**src/rtl/fps_regs.svh**
```systemverilog
`ifndef FPS_REGS_SVH
`define FPS_REGS_SVH

`define FPS_CLK_MHZ 100
// times in their printed units
`define FPS_OLP_MS 30
`define FPS_OVP_US 100
`define FPS_SW_NS 190
`define FPS_MAXON_US 30
`define FPS_LEB_NS 330
`define FPS_SS_STEP_MS 3
`define FPS_SS_STEPS 4
`define FPS_RS_SHORT_US_X10 25
`define FPS_RS_LONG_US 25
`define FPS_RESTART_US 42
`define FPS_BEB_MS 24
`define FPS_BURST_KHZ 52
// derived cycle counts; least times round up
`define FPS_OLP_CYC (`FPS_OLP_MS * 1000 * `FPS_CLK_MHZ)
`define FPS_OVP_CYC (`FPS_OVP_US * `FPS_CLK_MHZ)
`define FPS_SW_CYC ((`FPS_SW_NS * `FPS_CLK_MHZ + 999) / 1000)
`define FPS_MAXON_CYC (`FPS_MAXON_US * `FPS_CLK_MHZ)
`define FPS_LEB_CYC ((`FPS_LEB_NS * `FPS_CLK_MHZ + 999) / 1000)
`define FPS_SS_STEP_CYC (`FPS_SS_STEP_MS * 1000 * `FPS_CLK_MHZ)
`define FPS_RS_SHORT_CYC ((`FPS_RS_SHORT_US_X10 * `FPS_CLK_MHZ + 9) / 10)
`define FPS_RS_LONG_CYC (`FPS_RS_LONG_US * `FPS_CLK_MHZ)
`define FPS_RESTART_CYC (`FPS_RESTART_US * `FPS_CLK_MHZ)
`define FPS_BEB_CYC (`FPS_BEB_MS * 1000 * `FPS_CLK_MHZ)
// burst period rounds down, so the rate never drops below nominal
`define FPS_BURST_PER_CYC (`FPS_CLK_MHZ * 1000 / `FPS_BURST_KHZ)
`define FPS_BURST_HALF_CYC (`FPS_BURST_PER_CYC / 2)
`define FPS_VALLEY_ONE 3'h1
`define FPS_VALLEY_MAX 3'h7
`define FPS_SS_LAST 2'h3

`endif

```
**src/rtl/fps_pkg.sv**
```systemverilog
package fps_pkg;
   // comparator flags, all synchronous to clk, active high
   typedef struct packed {
      logic supply_uv;       // below supply_turnoff_level
      logic supply_ov;       // above supply_overvoltage_level
      logic supply_pd;       // below latch_powerdown_level
      logic supply_on;       // above supply_turnon_level
      logic fb_overload;     // above overload_feedback_level
      logic fb_reload;       // above counter_reload_level
      logic fb_low;          // below burst entry level
      logic fb_leave_burst;  // above burst leave level
      logic fb_burst_on;     // burst packet request (hysteresis outside)
      logic zc_ovp;          // above output_overvoltage_level
      logic zc_above_rs;     // above ringing_suppress_level
      logic zc_edge;         // zero crossing seen
      logic zc_hi_cur;       // above high_line_switch_current
      logic zc_lo_cur;       // below low_line_switch_current
      logic overtemp;        // above overtemp_limit
      logic cs_short;        // above winding_short_level
      logic cs_trip;         // peak current / regulation reached
      logic cnt_up;          // valley counter step up
      logic cnt_down;        // valley counter step down
   } fps_sense_type;

   typedef enum logic [3:0] {
      ST_CHARGE = 4'h1,
      ST_SOFT = 4'h2,
      ST_RUN = 4'h4,
      ST_LATCH = 4'h8
   } fps_state_type;
endpackage

```
**src/rtl/fps_supervisor.sv**
```systemverilog
`timescale 1ns/1ps
`include "fps_regs.svh"

module fps_qual_timer #(
   parameter int unsigned LIMIT = 16
) (
   input wire logic clk,   // system clock
   input wire logic reset, // synchronous, active high
   input wire logic cond,  // qualifying condition
   output logic done       // condition held LIMIT cycles
);
   localparam int W = $clog2(LIMIT + 1);
   logic [W-1:0] cnt_r;

   assign done = (cnt_r == W'(LIMIT));

   always_ff @(posedge clk) begin
      if (reset || !cond) begin
         cnt_r <= '0;
      end else if (!done) begin
         cnt_r <= cnt_r + 1'b1;
      end
   end
endmodule

module fps_supervisor #(
   parameter int unsigned OLP_CYC = `FPS_OLP_CYC,
   parameter int unsigned OVP_CYC = `FPS_OVP_CYC,
   parameter int unsigned BEB_CYC = `FPS_BEB_CYC,
   parameter int unsigned SS_STEP_CYC = `FPS_SS_STEP_CYC,
   parameter int unsigned RESTART_CYC = `FPS_RESTART_CYC
) (
   input wire logic clk,                  // 100 MHz clock
   input wire logic reset,                // synchronous, active high
   input fps_pkg::fps_sense_type sense,   // comparator flags
   output logic gate_on,                  // gate enable to driver
   output logic startup_en,               // start-up charging cell on
   output fps_pkg::fps_state_type state,  // supervisor state
   output logic burst,                    // burst mode active
   output logic high_line,                // high-line thresholds selected
   output logic [2:0] valley_cnt,         // up/down valley counter
   output logic [1:0] ss_step             // soft-start level index
);
   import fps_pkg::*;

   localparam int LEB_M1 = `FPS_LEB_CYC - 1;
   localparam int HALF = `FPS_BURST_HALF_CYC;
   localparam int MAXON = `FPS_MAXON_CYC;

   fps_state_type state_r, state_nxt;
   logic gate_r, gate_nxt;
   logic start_r, start_nxt;
   logic burst_r, burst_nxt;
   logic hl_r;
   logic [2:0] valley_r;
   logic [1:0] ss_r;
   logic [18:0] ss_cnt_r;
   logic [15:0] tcnt_r;
   logic [10:0] bper_r;

   wire active = (state_r == ST_SOFT) || (state_r == ST_RUN);
   wire uvov = sense.supply_uv || sense.supply_ov;
   wire olp_done, ovp_done, sw_done, beb_done;

   // leading-edge blanking masks both current comparators
   wire leb_over = (tcnt_r >= 16'(`FPS_LEB_CYC));
   wire cs_trip_q = leb_over && sense.cs_trip;
   wire cs_short_q = leb_over && sense.cs_short;

   fps_qual_timer #(.LIMIT(OLP_CYC)) u_olp (
      .clk(clk),
      .reset(reset),
      .cond(active && sense.fb_overload && !burst_r),
      .done(olp_done)
   );
   fps_qual_timer #(.LIMIT(OVP_CYC)) u_ovp (
      .clk(clk),
      .reset(reset),
      .cond(active && sense.zc_ovp && !gate_r),
      .done(ovp_done)
   );
   fps_qual_timer #(.LIMIT(`FPS_SW_CYC)) u_sw (
      .clk(clk),
      .reset(reset),
      .cond(active && gate_r && cs_short_q && !burst_r),
      .done(sw_done)
   );
   fps_qual_timer #(.LIMIT(BEB_CYC)) u_beb (
      .clk(clk),
      .reset(reset),
      .cond((state_r == ST_RUN) && !burst_r && (valley_r == `FPS_VALLEY_MAX)
            && sense.fb_low),
      .done(beb_done)
   );

   wire to_latch = ovp_done || sw_done;
   wire to_restart = uvov || olp_done || (sense.overtemp && !burst_r);
   wire ok = active && !to_latch && !to_restart;
   wire ss_wrap = (ss_cnt_r == 19'(SS_STEP_CYC - 1));
   wire ss_done = ss_wrap && (ss_r == `FPS_SS_LAST);

   always_comb begin
      state_nxt = state_r;
      unique case (state_r)
         ST_CHARGE: begin
            if (sense.supply_on && !uvov) begin
               state_nxt = ST_SOFT;
            end
         end
         ST_SOFT, ST_RUN: begin
            if (to_latch) begin
               state_nxt = ST_LATCH;
            end else if (to_restart) begin
               state_nxt = ST_CHARGE;
            end else if (state_r == ST_SOFT && ss_done) begin
               state_nxt = ST_RUN;
            end
         end
         ST_LATCH: begin
            if (sense.supply_pd) begin
               state_nxt = ST_CHARGE;
            end
         end
         default: state_nxt = ST_CHARGE;
      endcase
   end

   // cell charges below turn-off and stops at turn-on, latched or not
   assign start_nxt = sense.supply_uv ? 1'b1 :
                      (sense.supply_on || active) ? 1'b0 : start_r;

   // ringing suppression depends on the zero-crossing level
   wire [15:0] rs_cyc = sense.zc_above_rs ? 16'(`FPS_RS_SHORT_CYC)
                                          : 16'(`FPS_RS_LONG_CYC);
   wire on_norm = (tcnt_r >= rs_cyc && sense.zc_edge)
                  || (tcnt_r >= 16'(RESTART_CYC));
   wire on_burst = (bper_r == 11'h0) && sense.fb_burst_on;
   wire off_any = (tcnt_r >= 16'(MAXON - 1)) || cs_trip_q
                  || (burst_r && bper_r >= 11'(HALF - 1));
   assign gate_nxt = ok && (gate_r ? !off_any : (burst_r ? on_burst : on_norm));

   assign burst_nxt = (state_r != ST_RUN || !ok) ? 1'b0 :
                      burst_r ? !sense.fb_leave_burst : beb_done;

   always_ff @(posedge clk) begin
      if (reset) begin
         state_r <= ST_CHARGE;
         gate_r <= 1'b0;
         start_r <= 1'b1;
         burst_r <= 1'b0;
      end else begin
         state_r <= state_nxt;
         gate_r <= gate_nxt;
         start_r <= start_nxt;
         burst_r <= burst_nxt;
      end
   end

   // time since the last gate edge; saturates so a long idle still restarts
   always_ff @(posedge clk) begin
      if (reset || gate_nxt != gate_r) begin
         tcnt_r <= 16'h0;
      end else if (tcnt_r != 16'hFFFF) begin
         tcnt_r <= tcnt_r + 16'h1;
      end
   end

   always_ff @(posedge clk) begin
      if (reset || !burst_r || bper_r == 11'(`FPS_BURST_PER_CYC - 1)) begin
         bper_r <= 11'h0;
      end else begin
         bper_r <= bper_r + 11'h1;
      end
   end

   // level = first level + step * 0.56 V, applied outside
   always_ff @(posedge clk) begin
      if (reset || state_r == ST_CHARGE || state_r == ST_LATCH) begin
         ss_cnt_r <= 19'h0;
         ss_r <= 2'h0;
      end else if (state_r == ST_SOFT) begin
         ss_cnt_r <= ss_wrap ? 19'h0 : ss_cnt_r + 19'h1;
         if (ss_wrap && !ss_done) begin
            ss_r <= ss_r + 2'h1;
         end
      end
   end

   always_ff @(posedge clk) begin
      if (reset) begin
         hl_r <= 1'b0;
      end else if (sense.zc_hi_cur) begin
         hl_r <= 1'b1;
      end else if (sense.zc_lo_cur) begin
         hl_r <= 1'b0;
      end
   end

   always_ff @(posedge clk) begin
      if (reset || sense.fb_reload || (burst_r && !burst_nxt)) begin
         valley_r <= `FPS_VALLEY_ONE;
      end else if (sense.cnt_up && valley_r != `FPS_VALLEY_MAX) begin
         valley_r <= valley_r + 3'h1;
      end else if (sense.cnt_down && valley_r != `FPS_VALLEY_ONE) begin
         valley_r <= valley_r - 3'h1;
      end
   end

   assign gate_on = gate_r;
   assign startup_en = start_r;
   assign state = state_r;
   assign burst = burst_r;
   assign high_line = hl_r;
   assign valley_cnt = valley_r;
   assign ss_step = ss_r;
endmodule

```
**config.mk**
```make
export PLATFORM = sky130hd
export DESIGN_NAME = fps_supervisor
export DESIGN_NICKNAME = d
export VERILOG_FILES = /design/src/rtl/fps_pkg.sv /design/src/rtl/fps_supervisor.sv
export VERILOG_INCLUDE_DIRS = /design/src /design/src/rtl
export SDC_FILE = /design/constraint.sdc
export NUM_CORES = 1
export LEC_CHECK = 0
export BUFFER_PORTS_ARGS = -buffer_cell sky130_fd_sc_hd__buf_2
export CAP_MARGIN = 15
export CORE_ASPECT_RATIO = 1.1
export CORE_MARGIN = 10
export CORE_UTILIZATION = 61
export CTS_CLUSTER_DIAMETER = 30
export DETAILED_ROUTE_END_ITERATION = 16
export PLACE_DENSITY = 0.79
export SETUP_SLACK_MARGIN = 0.02
export SYNTH_ARGS = -nofsm -noshare
export SYNTH_HDL_FRONTEND = slang
export SYNTH_SLANG_ARGS = --single-unit
```
**constraint.sdc**
```tcl
create_clock -name clk -period 2.7 [get_ports clk]
set_input_delay 0.135 -clock clk [delete_from_list [all_inputs] [get_ports clk]]
set_output_delay 0.135 -clock clk [all_outputs]
set_load 0.01 [all_outputs]
```
After elaboration in Yosys (flattened, before gate mapping)
Index checks and enable logic that the tools add are counted.

Bits in registers: 122. Latch bits: 0. Bits in writable memories: 0. Bits in read-only memories: 0. Bits of input ports: 21. Output and inout bits: 13. Logic and storage cells: 133. Memories: 0.

$add $sub $neg: 10. Multipliers: 0. Divide/modulo/power cells: 0. Magnitude comparators: 5. Equality and inequality tests: 20. Shift-type cells: 0. Multiplexer cells: 16. Bitwise operators: 0. Reduce and logical (&&, ||, !) cells: 68.

Operators with widths (count): adder 22 x 1 -> 22 bit, second input constant (2); == test 22 bit, second input constant (2); logical AND 1 bit (26); logical OR 1 bit (21); 2-to-1 mux 4 bit (5); adder 19 x 1 -> 19 bit, second input constant (1); == test 19 bit, second input constant (1); 2-to-1 mux 19 bit (1); adder 16 x 1 -> 16 bit, second input constant (1); greater-or-equal comparator 16 x 12 -> 1 bit (1); greater-or-equal comparator 16 x 12 -> 1 bit, second input constant (1); greater-or-equal comparator 16 x 13 -> 1 bit, second input constant (1); greater-or-equal comparator 16 x 6 -> 1 bit, second input constant (1); inequality test 16 bit, second input constant (1); adder 14 x 1 -> 14 bit, second input constant (1); == test 14 bit, second input constant (1); logical NOT 1 bit (14); 2-to-1 mux 12 bit (1); one-hot mux 4 bit (3 select lines) (1); adder 11 x 1 -> 11 bit, second input constant (1); == test 11 bit, second input constant (1); greater-or-equal comparator 11 x 10 -> 1 bit, second input constant (1); logical NOT 11 bit (1); 2-to-1 mux 1 bit (6); other kinds (22) (26).

Logic depth before layout (Yosys ltp)
Gate-level depths: netlist (run 1).

Depth in word-level cells: 11. Mapped depth: 10. Gate-level depth less buffers: 8.

Hierarchy
Synthesis (run 1) repeated with hierarchy kept, for this count alone.

Cells, all modules: 739. Area total of the unflattened synthesis: 6284.8 um2.

By module, submodules not included: fps_supervisor (instances 1, cells each 382, area an instance 3211.8 um2, sequential area each 1181.1 um2); fps_qual_timer (u_beb) (instances 1, cells each 126, area an instance 1069.8 um2, sequential area each 440.4 um2); fps_qual_timer (u_olp) (instances 1, cells each 128, area an instance 1062.3 um2, sequential area each 440.4 um2); fps_qual_timer (u_ovp) (instances 1, cells each 82, area an instance 725.7 um2, sequential area each 280.3 um2); fps_qual_timer (u_sw) (instances 1, cells each 21, area an instance 215.2 um2, sequential area each 100.1 um2).

Least setup slack after synthesis (run 1)
Ideal clock, no wire load.

Path kind: register -> register. Start: register u_ovp.cnt_r[0]. End: register valley_r[0], in the netlist valley_cnt[0]. Setup time: 0.134 ns. Data arrival time: 2.206 ns. Data required time: 2.566 ns. Slack: 0.360 ns. Cell stages (with the launch flop): 10. Buffers on the path: 1. Period minus slack after synthesis: 2.340 ns. Cell sequence: dfxtp_1 inv_1 ha_1 and2_1 and4_1 clkbuf_1 nor3_4 a41oi_4 o31a_1 or4_1.

Word-level cells in the longest chain between the ends: 11.

RTL lines: start: declaration (RTL line fps_supervisor.sv:13) `logic [W-1:0] cnt_r;`; start signal: assignment (RTL line fps_supervisor.sv:21) `cnt_r <= cnt_r + 1'b1;`; == test 14 bit (RTL line fps_supervisor.sv:15) `assign done = (cnt_r == W'(LIMIT));`; logical OR 1 bit (RTL line fps_supervisor.sv:96) `wire to_latch = ovp_done || sw_done;`; logical NOT 1 bit (RTL line fps_supervisor.sv:98) `wire ok = active && !to_latch && !to_restart;`; logical AND 1 bit (2 in series) (RTL line fps_supervisor.sv:98); logical NOT 1 bit (RTL line fps_supervisor.sv:142) `assign burst_nxt = (state_r != ST_RUN || !ok) ? 1'b0 :`; logical OR 1 bit (RTL line fps_supervisor.sv:142); 2-to-1 mux 1 bit (RTL line fps_supervisor.sv:142); logical NOT 1 bit (RTL line fps_supervisor.sv:200) `if (reset || sense.fb_reload || (burst_r && !burst_nxt)) begin`; logical AND 1 bit (RTL line fps_supervisor.sv:200); logical OR 1 bit (RTL line fps_supervisor.sv:200); end signal: assignment (RTL line fps_supervisor.sv:201) `` valley_r <= `FPS_VALLEY_ONE; ``; end signal: assignment (RTL line fps_supervisor.sv:203) `valley_r <= valley_r + 3'h1;`; end signal: assignment (RTL line fps_supervisor.sv:205) `valley_r <= valley_r - 3'h1;`; end: declaration (RTL line fps_supervisor.sv:55) `logic [2:0] valley_r;`.

Every way passes these cells. A chain may end at the register's enable or synchronous reset.

Final worst setup path (run 1)
Ends and elaborated chain as after synthesis.

==> results of run 1 <==
[sequential cells by signal (all words and copies together) (netlist names)]
register     cells
burst            1
u_ovp.cnt_r     14
ss_cnt_r        19
startup_en       1
tcnt_r          16
bper_r          11
u_sw.cnt_r       5
valley_cnt       3
high_line        1
u_beb.cnt_r     22
u_olp.cnt_r     22
state            4
ss_step          2
gate_on          1
[stage by stage]
step	area (um^2)	std cells	util	hold WS, ns
2_1_floorplan	6070	704	-	0.214
3_3_place_gp	6350	842	0.648	0.339
3_5_place_dp	6350	842	0.648	0.344
4_1_cts	6980	883	0.713	0.0104
5_1_grt	7000	884	0.715	0.0473
6_report	7000	884	0.715	0.0197
[synth_stat cells (3+ instances only)]
| master | n | area share |
|---|---|---|
| nand2_1 | 44 | 0.027 |
| and2_1 | 6 | 0.0062 |
| inv_1 | 25 | 0.015 |
| ha_1 | 26 | 0.054 |
| nor2b_1 | 8 | 0.0082 |
| nand2b_1 | 3 | 0.0031 |
| nand3_1 | 47 | 0.039 |
| nand4_1 | 19 | 0.020 |
| xnor2_1 | 27 | 0.039 |
| or4_1 | 7 | 0.0087 |
| nor3_1 | 19 | 0.016 |
| a21oi_1 | 28 | 0.023 |
| and3_1 | 23 | 0.024 |
| o21ai_0 | 9 | 0.0074 |
| nor4_1 | 9 | 0.0093 |
| clkbuf_1 | 19 | 0.012 |
| dfxtp_1 | 122 | 0.40 |
| nor2_1 | 119 | 0.074 |
| xor2_1 | 69 | 0.10 |
| mux2i_1 | 8 | 0.013 |
| nor4b_1 | 4 | 0.0058 |
| and4_1 | 15 | 0.022 |
| or4b_1 | 3 | 0.0049 |
[per-layer routing]
metal | up-vias | wire, um | global-route usage
li1 | 2533 | - | -
met1 | 2369 | 5910 | 0.227
met2 | 112 | 6240 | 0.294
met3 | 17 | 613 | 0.0453
met4 | 0 | 200 | 0.0743
met5 | - | 0 | 0
[report_power, final]
part	total (W)	switching, W	internal (W)	leakage [nW]
Sequential	0.00195	0.0000983	0.00186	0.985
Combinational	0.000538	0.000304	0.000234	1.32
Clock	0.00210	0.000768	0.00133	0.263
[how the worst max path moves through the flow]
stage | slack, ns | end | cells after the start
floorplan | 0.36 | valley_cnt[0] | 9
global placement | 0.27 | tcnt_r[12] | 8
detailed placement | 0.18 | tcnt_r[13] | 8
CTS | 0.17 | tcnt_r[13] | 8
global route | 0.04 | tcnt_r[15] | 9
finish | 0.27 | valley_cnt[0] | 8
[cell families (layout without fill, tap and decap cells)]
group	after synthesis	after routing
simple gates	338	338
buf+inv	47	107
fa+ha+maj	26	26
xor+xnor	96	96
flops	122	122
mux	8	8
compound gates	67	67
[final cells by class]
type	instances	area share
Multi-Input combinational cell	535	0.492
Sequential cell	122	0.349
Clock buffer	24	0.0643
Timing Repair Buffer	50	0.0468
Tap cell	120	0.0214
Clock inverter	8	0.0136
Inverter	25	0.0134
[tightest hold or removal path: stages]
cell and delay [ns]:
buf_2 0.11, nand4_1 0.19, nor3_1 0.07
[timing repair]
action | in CTS | in global routing
buffers inserted | 0 | 1
hold endpoints to repair | 10 | 0
hold buffers | 9 | 0
setup endpoints to repair | 0 | 7
==> out/metrics.yaml, run 1 <==
cts_tree: "done"
synth_compound_area_frac: 0.0773
endpoint_kind: "register"
async_flop_share: 0
ios: 34
antenna_found_initial: 0
ys_seq_elements: 122
multiInputGateArea_um2: 3440
clockBufferDepth: 2
ys_warn_count: 0
cp.arrival_ns: 2.83
insertedDiodeCount: 0
synth_top_family_by_area: "simple AND/OR/NAND/NOR gates"
synthMuxAreaShare: 0.0132
timing.critical_path.cells: "inv_1 -> ha_1 -> and2_1 -> and4_1 -> nor3_4 -> a41oi_4 -> o31a_1 -> or4_1"
wire_per_inst_um: 14.7
crit_required_ns: 3.10
synth_xor_area_frac: 0.139
hpwlAfterDp_mm: 9.22
period_minus_slack_ns: 2.43
seqCellArea_um2: 2440
syn_avg_cell_area_um2: 8.62
vias_per_cell: 5.69
cts-root-buf: "clkbuf_8"
p_per_area_nw_per_um2: 655
drt_iter0_markers: 321
remaining_drc_errors: 0
start_kind: "register"
finalHoldViolCount: 0
nNetsFinal: 798
reg2reg_to: "valley_cnt[0]"
layout_common_cells: "dfxtp_1, nor2_1, xor2_1"
die_x_um: 115
drv_slew: 0
synthAdderAreaFrac: 0.0536
vdd_ir_drop_max_mv: 0.431
dieArea_um2: 14300
rsz0062_at_grt: "false"
grt_usage: 0.183
synth_edf_count: 0
worstReg2RegStart: "u_ovp.cnt_r[0]"
hold_depth: 3
clkTransAtPathRegs_ns: 0.06
reg2reg_depth: 8
slowest_stage: "or4_1"
ys.flop_type: "dfxtp_1"
clock_sinks: 122
fin_total_pwr_w: 0.00459
min_delay_worst_endpoint: "u_sw.cnt_r[2]"
overflow: 0
critical-path-top-delay-family: "simple AND/OR/NAND/NOR gates"
area_growth_pct: 15.4
die_height_um: 125
fin_skew_ns: 0.00758
drive_above_1_share: 0.101
portBuffers: 33
pre_cts_ws_ns: 0.178
rrSetupSlack_ns: 0.27
path_max_fanout: 7
max_freq_mhz: 411
relSlewSlack: 0.505
cp_slowest_stage_delay_ns: 0.47
grt_pass1_wl_mm: 22.3
cts.repair.resized: 0
finalWeightedCongestion: 0.838
n_fill_cell: 759
start_util: 0.619
criticalPathCategory: "reg2reg"
cp_num_buf_inv: 1
grt_pass1_vias: 4998
htreeDepth: 4
netlist_area_um2: 6070
tns_ns: 0
max_cap_violations: 0
firstDrtPassIters: 5
setup_viol: 0
core_area_um2: 9790
drt_wl_total_mm: 13.0
ys_types: 55
leakage_nw: 2.57
setup_slack_ns: 0.269
min_path_type: "in2reg"
crit_start: "u_ovp.cnt_r[0]"
antenna_left: 0
clock_latency_ns: 0.52
postSynthCellCount: 704
seq_area_frac_synth: 0.403
hp-start: "sense[3]"
grt_max_degree: 23
status: "completed"
syn-num-nets: 751
synthSimpleGateAreaFrac: 0.285
route.vias.total: 5031
max_slew.worst_pin.slew_ns: 0.743
fin_crit_sh: 0.900
numCtsBuffers: 17
rows: 38
mostFrequentLayoutCell: "dfxtp_1"
No activity file was read; power rests on OpenSTA's default activity.
==> run 2: changes to the inputs <==
--- a/config.mk
+++ b/config.mk
@@ -10,11 +10,12 @@
 export CAP_MARGIN = 15
 export CORE_ASPECT_RATIO = 1.1
 export CORE_MARGIN = 10
-export CORE_UTILIZATION = 61
+export CORE_UTILIZATION = 50
 export CTS_CLUSTER_DIAMETER = 30
 export DETAILED_ROUTE_END_ITERATION = 16
-export PLACE_DENSITY = 0.79
+export PLACE_DENSITY = 0.66
 export SETUP_SLACK_MARGIN = 0.02
 export SYNTH_ARGS = -nofsm -noshare
 export SYNTH_HDL_FRONTEND = slang
 export SYNTH_SLANG_ARGS = --single-unit
+export TNS_END_PERCENT = 20
==> run 2 against run 1 <==
  * Maximum frequency shrank 1.4%
  * Combinational power is 1% lower
  * Cell count up 3.3%
  * Core utilization shrank 13 points
  * Critical path depth stayed put
  * Power is 0.39% lower
  * Clock-buffer cell count fell by 3
  * Cell area barely moved
  * Hold slack got worse by 0.0082 ns
  * Sequential cell count stayed put
==> out/metrics.yaml, run 2 (synthesized netlist as in run 1, its figures left out) <==
insertedDiodeCount: 0  # unchanged
mostFrequentLayoutCell: "dfxtp_1"  # unchanged
firstDrtPassIters: 4  # was 5
cts.repair.resized: 0  # unchanged
clock_sinks: 122  # unchanged
clock_latency_ns: 0.42  # was 0.52 ns
crit_required_ns: 2.99  # was 3.10 ns
leakage_nw: 2.57  # about the same
use_met3: 0.0392  # was 0.0453
hold_depth: 4  # was 3
grt_usage: 0.152  # was 0.183
drive_above_1_share: 0.109  # was 0.101
gr-usage-met2: 0.245  # was 0.294
fin_util: 0.584  # was 0.715
setup_viol: 0  # unchanged
hpwlAfterDp_mm: 9.28  # was 9.22 mm
wire_per_inst_um: 13.8  # was 14.7 um
numCtsBuffers: 17  # unchanged
vdd_ir_drop_max_mv: 0.445  # was 0.431 mV
dieArea_um2: 16900  # was 14300 um^2
status: "completed"  # unchanged
tns_ns: 0  # unchanged
finalHoldViolCount: 0  # unchanged
fin_total_pwr_w: 0.00457  # was 0.00459 W
max_cap_violations: 0  # unchanged
portBuffers: 33  # unchanged
drt_wl_total_mm: 12.6  # was 13.0 mm
grt_pass1_wl_mm: 21.7  # was 22.3 mm
fin_crit_sh: 0.914  # was 0.900
grt_max_degree: 23  # unchanged
antenna_found_initial: 0  # unchanged
finalWeightedCongestion: 0.815  # was 0.838
clockBufferDepth: 2  # unchanged
max_freq_mhz: 405  # was 411 MHz
antenna_left: 0  # unchanged
whs_ns: 0.0115  # was 0.0197 ns
vias_per_cell: 5.44  # was 5.69
p_per_area_nw_per_um2: 653  # was 655 nW/um^2
route.vias.total: 4964  # was 5031
core_area_um2: 12000  # was 9790 um^2
overflow: 0  # unchanged
period_minus_slack_ns: 2.47  # was 2.43 ns
cts-root-buf: "clkbuf_16"  # was clkbuf_8
reg_top3: "u_beb.cnt_r (22), u_olp.cnt_r (22), ss_cnt_r (19)"  # unchanged
remaining_drc_errors: 0  # unchanged
grt_pass1_vias: 4781  # was 4998
start_util: 0.506  # was 0.619
htreeDepth: 4  # unchanged
nNetsFinal: 794  # was 798
die_height_um: 136  # was 125 um
criticalPathCategory: "reg2reg"  # unchanged
min_path_type: "in2reg"  # unchanged
drv_slew: 0  # unchanged
endpoint_kind: "register"  # unchanged
grt_busiest_layer: "met2"  # unchanged
clkTransAtPathRegs_ns: 0.06  # about the same
cts_tree: "done"  # unchanged
ios: 34  # unchanged
layout_common_cells: "dfxtp_1, nor2_1, xor2_1"  # unchanged
max_slew.worst_pin.slew_ns: 0.707  # was 0.743 ns
relSlewSlack: 0.528  # was 0.505
path_max_fanout: 7  # unchanged
met1_usage: 0.184  # was 0.227
reg2reg_depth: 8  # unchanged
rsz0062_at_grt: "false"  # unchanged
die_x_um: 125  # was 115 um
fin_skew_ns: 0.00857  # was 0.00758 ns
rows: 42  # was 38
area_growth_pct: 15.4  # about the same
start_kind: "register"  # unchanged
cp.arrival_ns: 2.75  # was 2.83 ns
drt_iter0_markers: 288  # was 321
run 2: changes by cell type in the layout (fill, tap and decap cells not counted), sizes merged:
cell and delta:
bufinv -1, clkinvlp -2, clkbuf -3, buf +2, clkinv +5, dlygate4sd3 -6
run 2: cell type report:
class                   instances  area (um^2)
clock buffers                  21          470
clock inverters                10         75.1
fillers                      1088         4980
inverters                      25         93.8
multi-input cells             535         3440
flip-flops and latches        122         2440
well taps                     154          193
repair buffers                 46          283
run 2: critical path, cell delays in order (launching register included):
cell,delay (ns)
dfxtp_1,0.40
inv_1,0.10
ha_1,0.20
and2_1,0.15
and4_1,0.28
nor3_4,0.25
a41oi_4,0.17
o31a_1,0.31
or4_1,0.47
run 2: where the power goes:
group,total (W),internal [W],switching [W]
sequential,0.00196,0.00186,0.000102
combinational,0.000531,0.000229,0.000302
clock,0.00208,0.00131,0.000768
run 2: worst paths after layout:
check                                     from       endpoint  slack (ns)
worst max-delay path            u_ovp.cnt_r[0]  valley_cnt[0]        0.23
worst min-delay path                  sense[5]      high_line        0.01
worst max register to register  u_ovp.cnt_r[0]  valley_cnt[0]        0.23
worst min register to register       high_line      high_line        0.48
run 2: repair_timing:
item                                   CTS  global route
buffers inserted                         0             1
endpoints found under the hold margin    5             0
hold buffers                             3             0
setup endpoints to repair                0             1
run 2: routing by layer:
layer,vias to the layer above,part of all wire
met3,22,0.046
li1,2531,-
met4,0,0.021
met5,-,0
met2,92,0.47
met1,2319,0.46
run 2: per-stage QoR:
step                setup WS [ns]  area, um^2  instances
floorplan                   0.360        6070        704
global placement            0.264        6410        878
detailed placement          0.180        6410        878
CTS                         0.168        6980        912
global route               0.0581        7000        913
finish                      0.233        7000        913
==> run 3: changes to the inputs <==
--- a/config.mk
+++ b/config.mk
@@ -14,6 +14,7 @@
 export CTS_CLUSTER_DIAMETER = 30
 export DETAILED_ROUTE_END_ITERATION = 16
 export PLACE_DENSITY = 0.66
+export RECOVER_POWER = 25
 export SETUP_SLACK_MARGIN = 0.02
 export SYNTH_ARGS = -nofsm -noshare
 export SYNTH_HDL_FRONTEND = slang
==> run 3 against run 2 <==
  * Power decreased by 0.37%
  * Cell count unchanged
  * Register-to-register slack is essentially flat
  * Core utilization decreased by 0.32 points
  * Critical endpoint unchanged
  * Largest power group unchanged
==> out/metrics.yaml, run 3 (synthesized netlist as in run 1, its figures left out) <==
setup_slack_ns: 0.237  # was 0.233 ns
max_cap_violations: 0  # unchanged
cts_tree: "done"  # unchanged
dp_cells: 878  # unchanged
rows: 42  # unchanged
fin_crit_sh: 0.912  # was 0.914
dieArea_um2: 16900  # unchanged
worstReg2RegStart: "u_ovp.cnt_r[0]"  # unchanged
htreeDepth: 4  # unchanged
finalHoldViolCount: 0  # unchanged
dr_wl_met3_um: 584  # was 583 um
route.vias.total: 4983  # was 4964
mostFrequentLayoutCell: "dfxtp_1"  # unchanged
setup_viol: 0  # unchanged
drv_slew: 0  # unchanged
max_slew.worst_pin.slew_ns: 0.897  # was 0.707 ns
numCtsBuffers: 17  # unchanged
met2_length_mm: 5.88  # was 5.96 mm
max_freq_mhz: 406  # was 405 MHz
insertedDiodeCount: 0  # unchanged
clkTransAtPathRegs_ns: 0.06  # about the same
p_comb_frac: 0.114  # was 0.116
fin_skew_ns: 0.00818  # was 0.00857 ns
clock_latency_ns: 0.42  # about the same
endpoint_kind: "register"  # unchanged
ios: 34  # unchanged
hp-start: "sense[5]"  # unchanged
portBuffers: 33  # unchanged
power.switching_w: 0.00117  # about the same
criticalPathCategory: "reg2reg"  # unchanged
grt_max_degree: 23  # unchanged
crit_required_ns: 2.99  # about the same
overflow: 0  # unchanged
wire_per_inst_um: 13.8  # about the same
clock_sinks: 122  # unchanged
grt_usage: 0.152  # unchanged
n_fill_cell: 1102  # was 1088
grt_pass1_wl_mm: 21.7  # unchanged
layout_common_cells: "dfxtp_1, nor2_1, xor2_1"  # unchanged
status: "completed"  # unchanged
vdd_ir_drop_max_mv: 0.444  # was 0.445 mV
hpwlAfterDp_mm: 9.28  # unchanged
leakage_nw: 2.51  # was 2.57 nW
firstDrtPassIters: 5  # was 4
clkPwrFrac: 0.457  # was 0.455
multiInputGateArea_um2: 3430  # was 3440 um^2
remaining_drc_errors: 0  # unchanged
intPower_w: 0.00339  # was 0.00340 W
finalWeightedCongestion: 0.815  # unchanged
cp.arrival_ns: 2.75  # about the same
fin_total_pwr_w: 0.00455  # was 0.00457 W
start_kind: "register"  # unchanged
die_height_um: 136  # unchanged
drive_above_1_share: 0.0856  # was 0.109
reg_top3: "u_beb.cnt_r (22), u_olp.cnt_r (22), ss_cnt_r (19)"  # unchanged
die_x_um: 125  # unchanged
min_path_type: "in2reg"  # unchanged
seqCellArea_um2: 2440  # unchanged
cts-root-buf: "clkbuf_16"  # unchanged
drt_iter0_markers: 305  # was 288
nNetsFinal: 794  # unchanged
highest_layer: "met4"  # unchanged
cts.repair.resized: 0  # unchanged
rsz0062_at_grt: "false"  # unchanged
reg2reg_to: "valley_cnt[0]"  # unchanged
tns_ns: 0  # unchanged
finalNonFillerCells: 913  # unchanged
period_minus_slack_ns: 2.46  # was 2.47 ns
clockBufferDepth: 2  # unchanged
antenna_left: 0  # unchanged
relSlewSlack: 0.402  # was 0.528
seqPwrFrac: 0.430  # was 0.429
area_growth_pct: 14.8  # was 15.4%
p_per_area_nw_per_um2: 654  # was 653 nW/um^2
pre_cts_ws_ns: 0.180  # unchanged
path_max_fanout: 7  # unchanged
grt_pass1_vias: 4781  # unchanged
reg2reg_depth: 8  # unchanged
core_area_um2: 12000  # unchanged
hold_depth: 4  # unchanged
antenna_found_initial: 0  # unchanged
whs_ns: 0.0102  # was 0.0115 ns
min_delay_worst_endpoint: "high_line"  # unchanged
rrSetupSlack_ns: 0.24  # was 0.23 ns
switching_share: 0.256  # about the same
wl_met1_mm: 5.87  # was 5.78 mm
vias_per_cell: 5.46  # was 5.44
start_util: 0.506  # unchanged
drt_wl_total_mm: 12.6  # about the same
run 3: cell count changes in the layout (fill, tap and decap cells not counted):
cell	before	now
clkbuf_1	1	17
buf_2	33	20
buf_4	9	6
nor4b_1	4	5
nor4b_2	1	0
or3_1	2	3
or3_4	1	0
run 3: what timing repair did:
| action | in CTS | in global routing |
|---|---|---|
| hold buffers | 3 | 0 |
| buffers inserted | 0 | 1 |
| setup endpoints to repair | 0 | 1 |
| endpoints found under the hold margin | 5 | 0 |
run 3: cell type report:
class                   count  share of cell area
multi-input cells         535               0.493
flip-flops and latches    122               0.351
clock buffers              21              0.0676
repair buffers             46              0.0367
well taps                 154              0.0277
inverters                  25              0.0135
clock inverters            10              0.0108
run 3: metal layers:
metal,vias to the layer above,track usage
li1,2527,-
met1,2333,0.184
met2,95,0.245
met3,28,0.0392
met4,0,0.0768
met5,-,0
run 3: how the worst max path moves through the flow:
| stage | from | cells past startpoint | to |
|---|---|---|---|
| floorplan | u_ovp.cnt_r[0] | 9 | valley_cnt[0] |
| global placement | u_ovp.cnt_r[0] | 8 | tcnt_r[15] |
| detailed placement | u_ovp.cnt_r[0] | 8 | tcnt_r[13] |
| CTS | u_ovp.cnt_r[0] | 8 | tcnt_r[13] |
| global route | u_ovp.cnt_r[0] | 9 | tcnt_r[12] |
| finish | u_ovp.cnt_r[0] | 8 | valley_cnt[0] |
run 3: through the flow:
step                utilization  instance area [um^2]
floorplan                     -                  6070
CTS                       0.583                  6980
detailed placement        0.535                  6410
global placement          0.535                  6410
finish                    0.581                  6960
global route              0.581                  6960
run 3: power by group through the flow:
| stage | logic [W] | clock network (W) | registers (W) |
|---|---|---|---|
| CTS | 0.000526 | 0.00212 | 0.00196 |
| detailed placement | 0.000519 | 0 | 0.00199 |
| global route | 0.000588 | 0.00220 | 0.00197 |
| global placement | 0.000508 | 0 | 0.00198 |
| finish | 0.000518 | 0.00208 | 0.00196 |
| floorplan | 0.000376 | 0 | 0.00198 |
run 3: worst max-delay path: stages (launching register included):
cell,delay (ns)
dfxtp_1,0.40
inv_1,0.10
ha_1,0.20
and2_1,0.15
and4_1,0.28
nor3_4,0.26
a41oi_4,0.17
o31a_1,0.31
or4_1,0.47
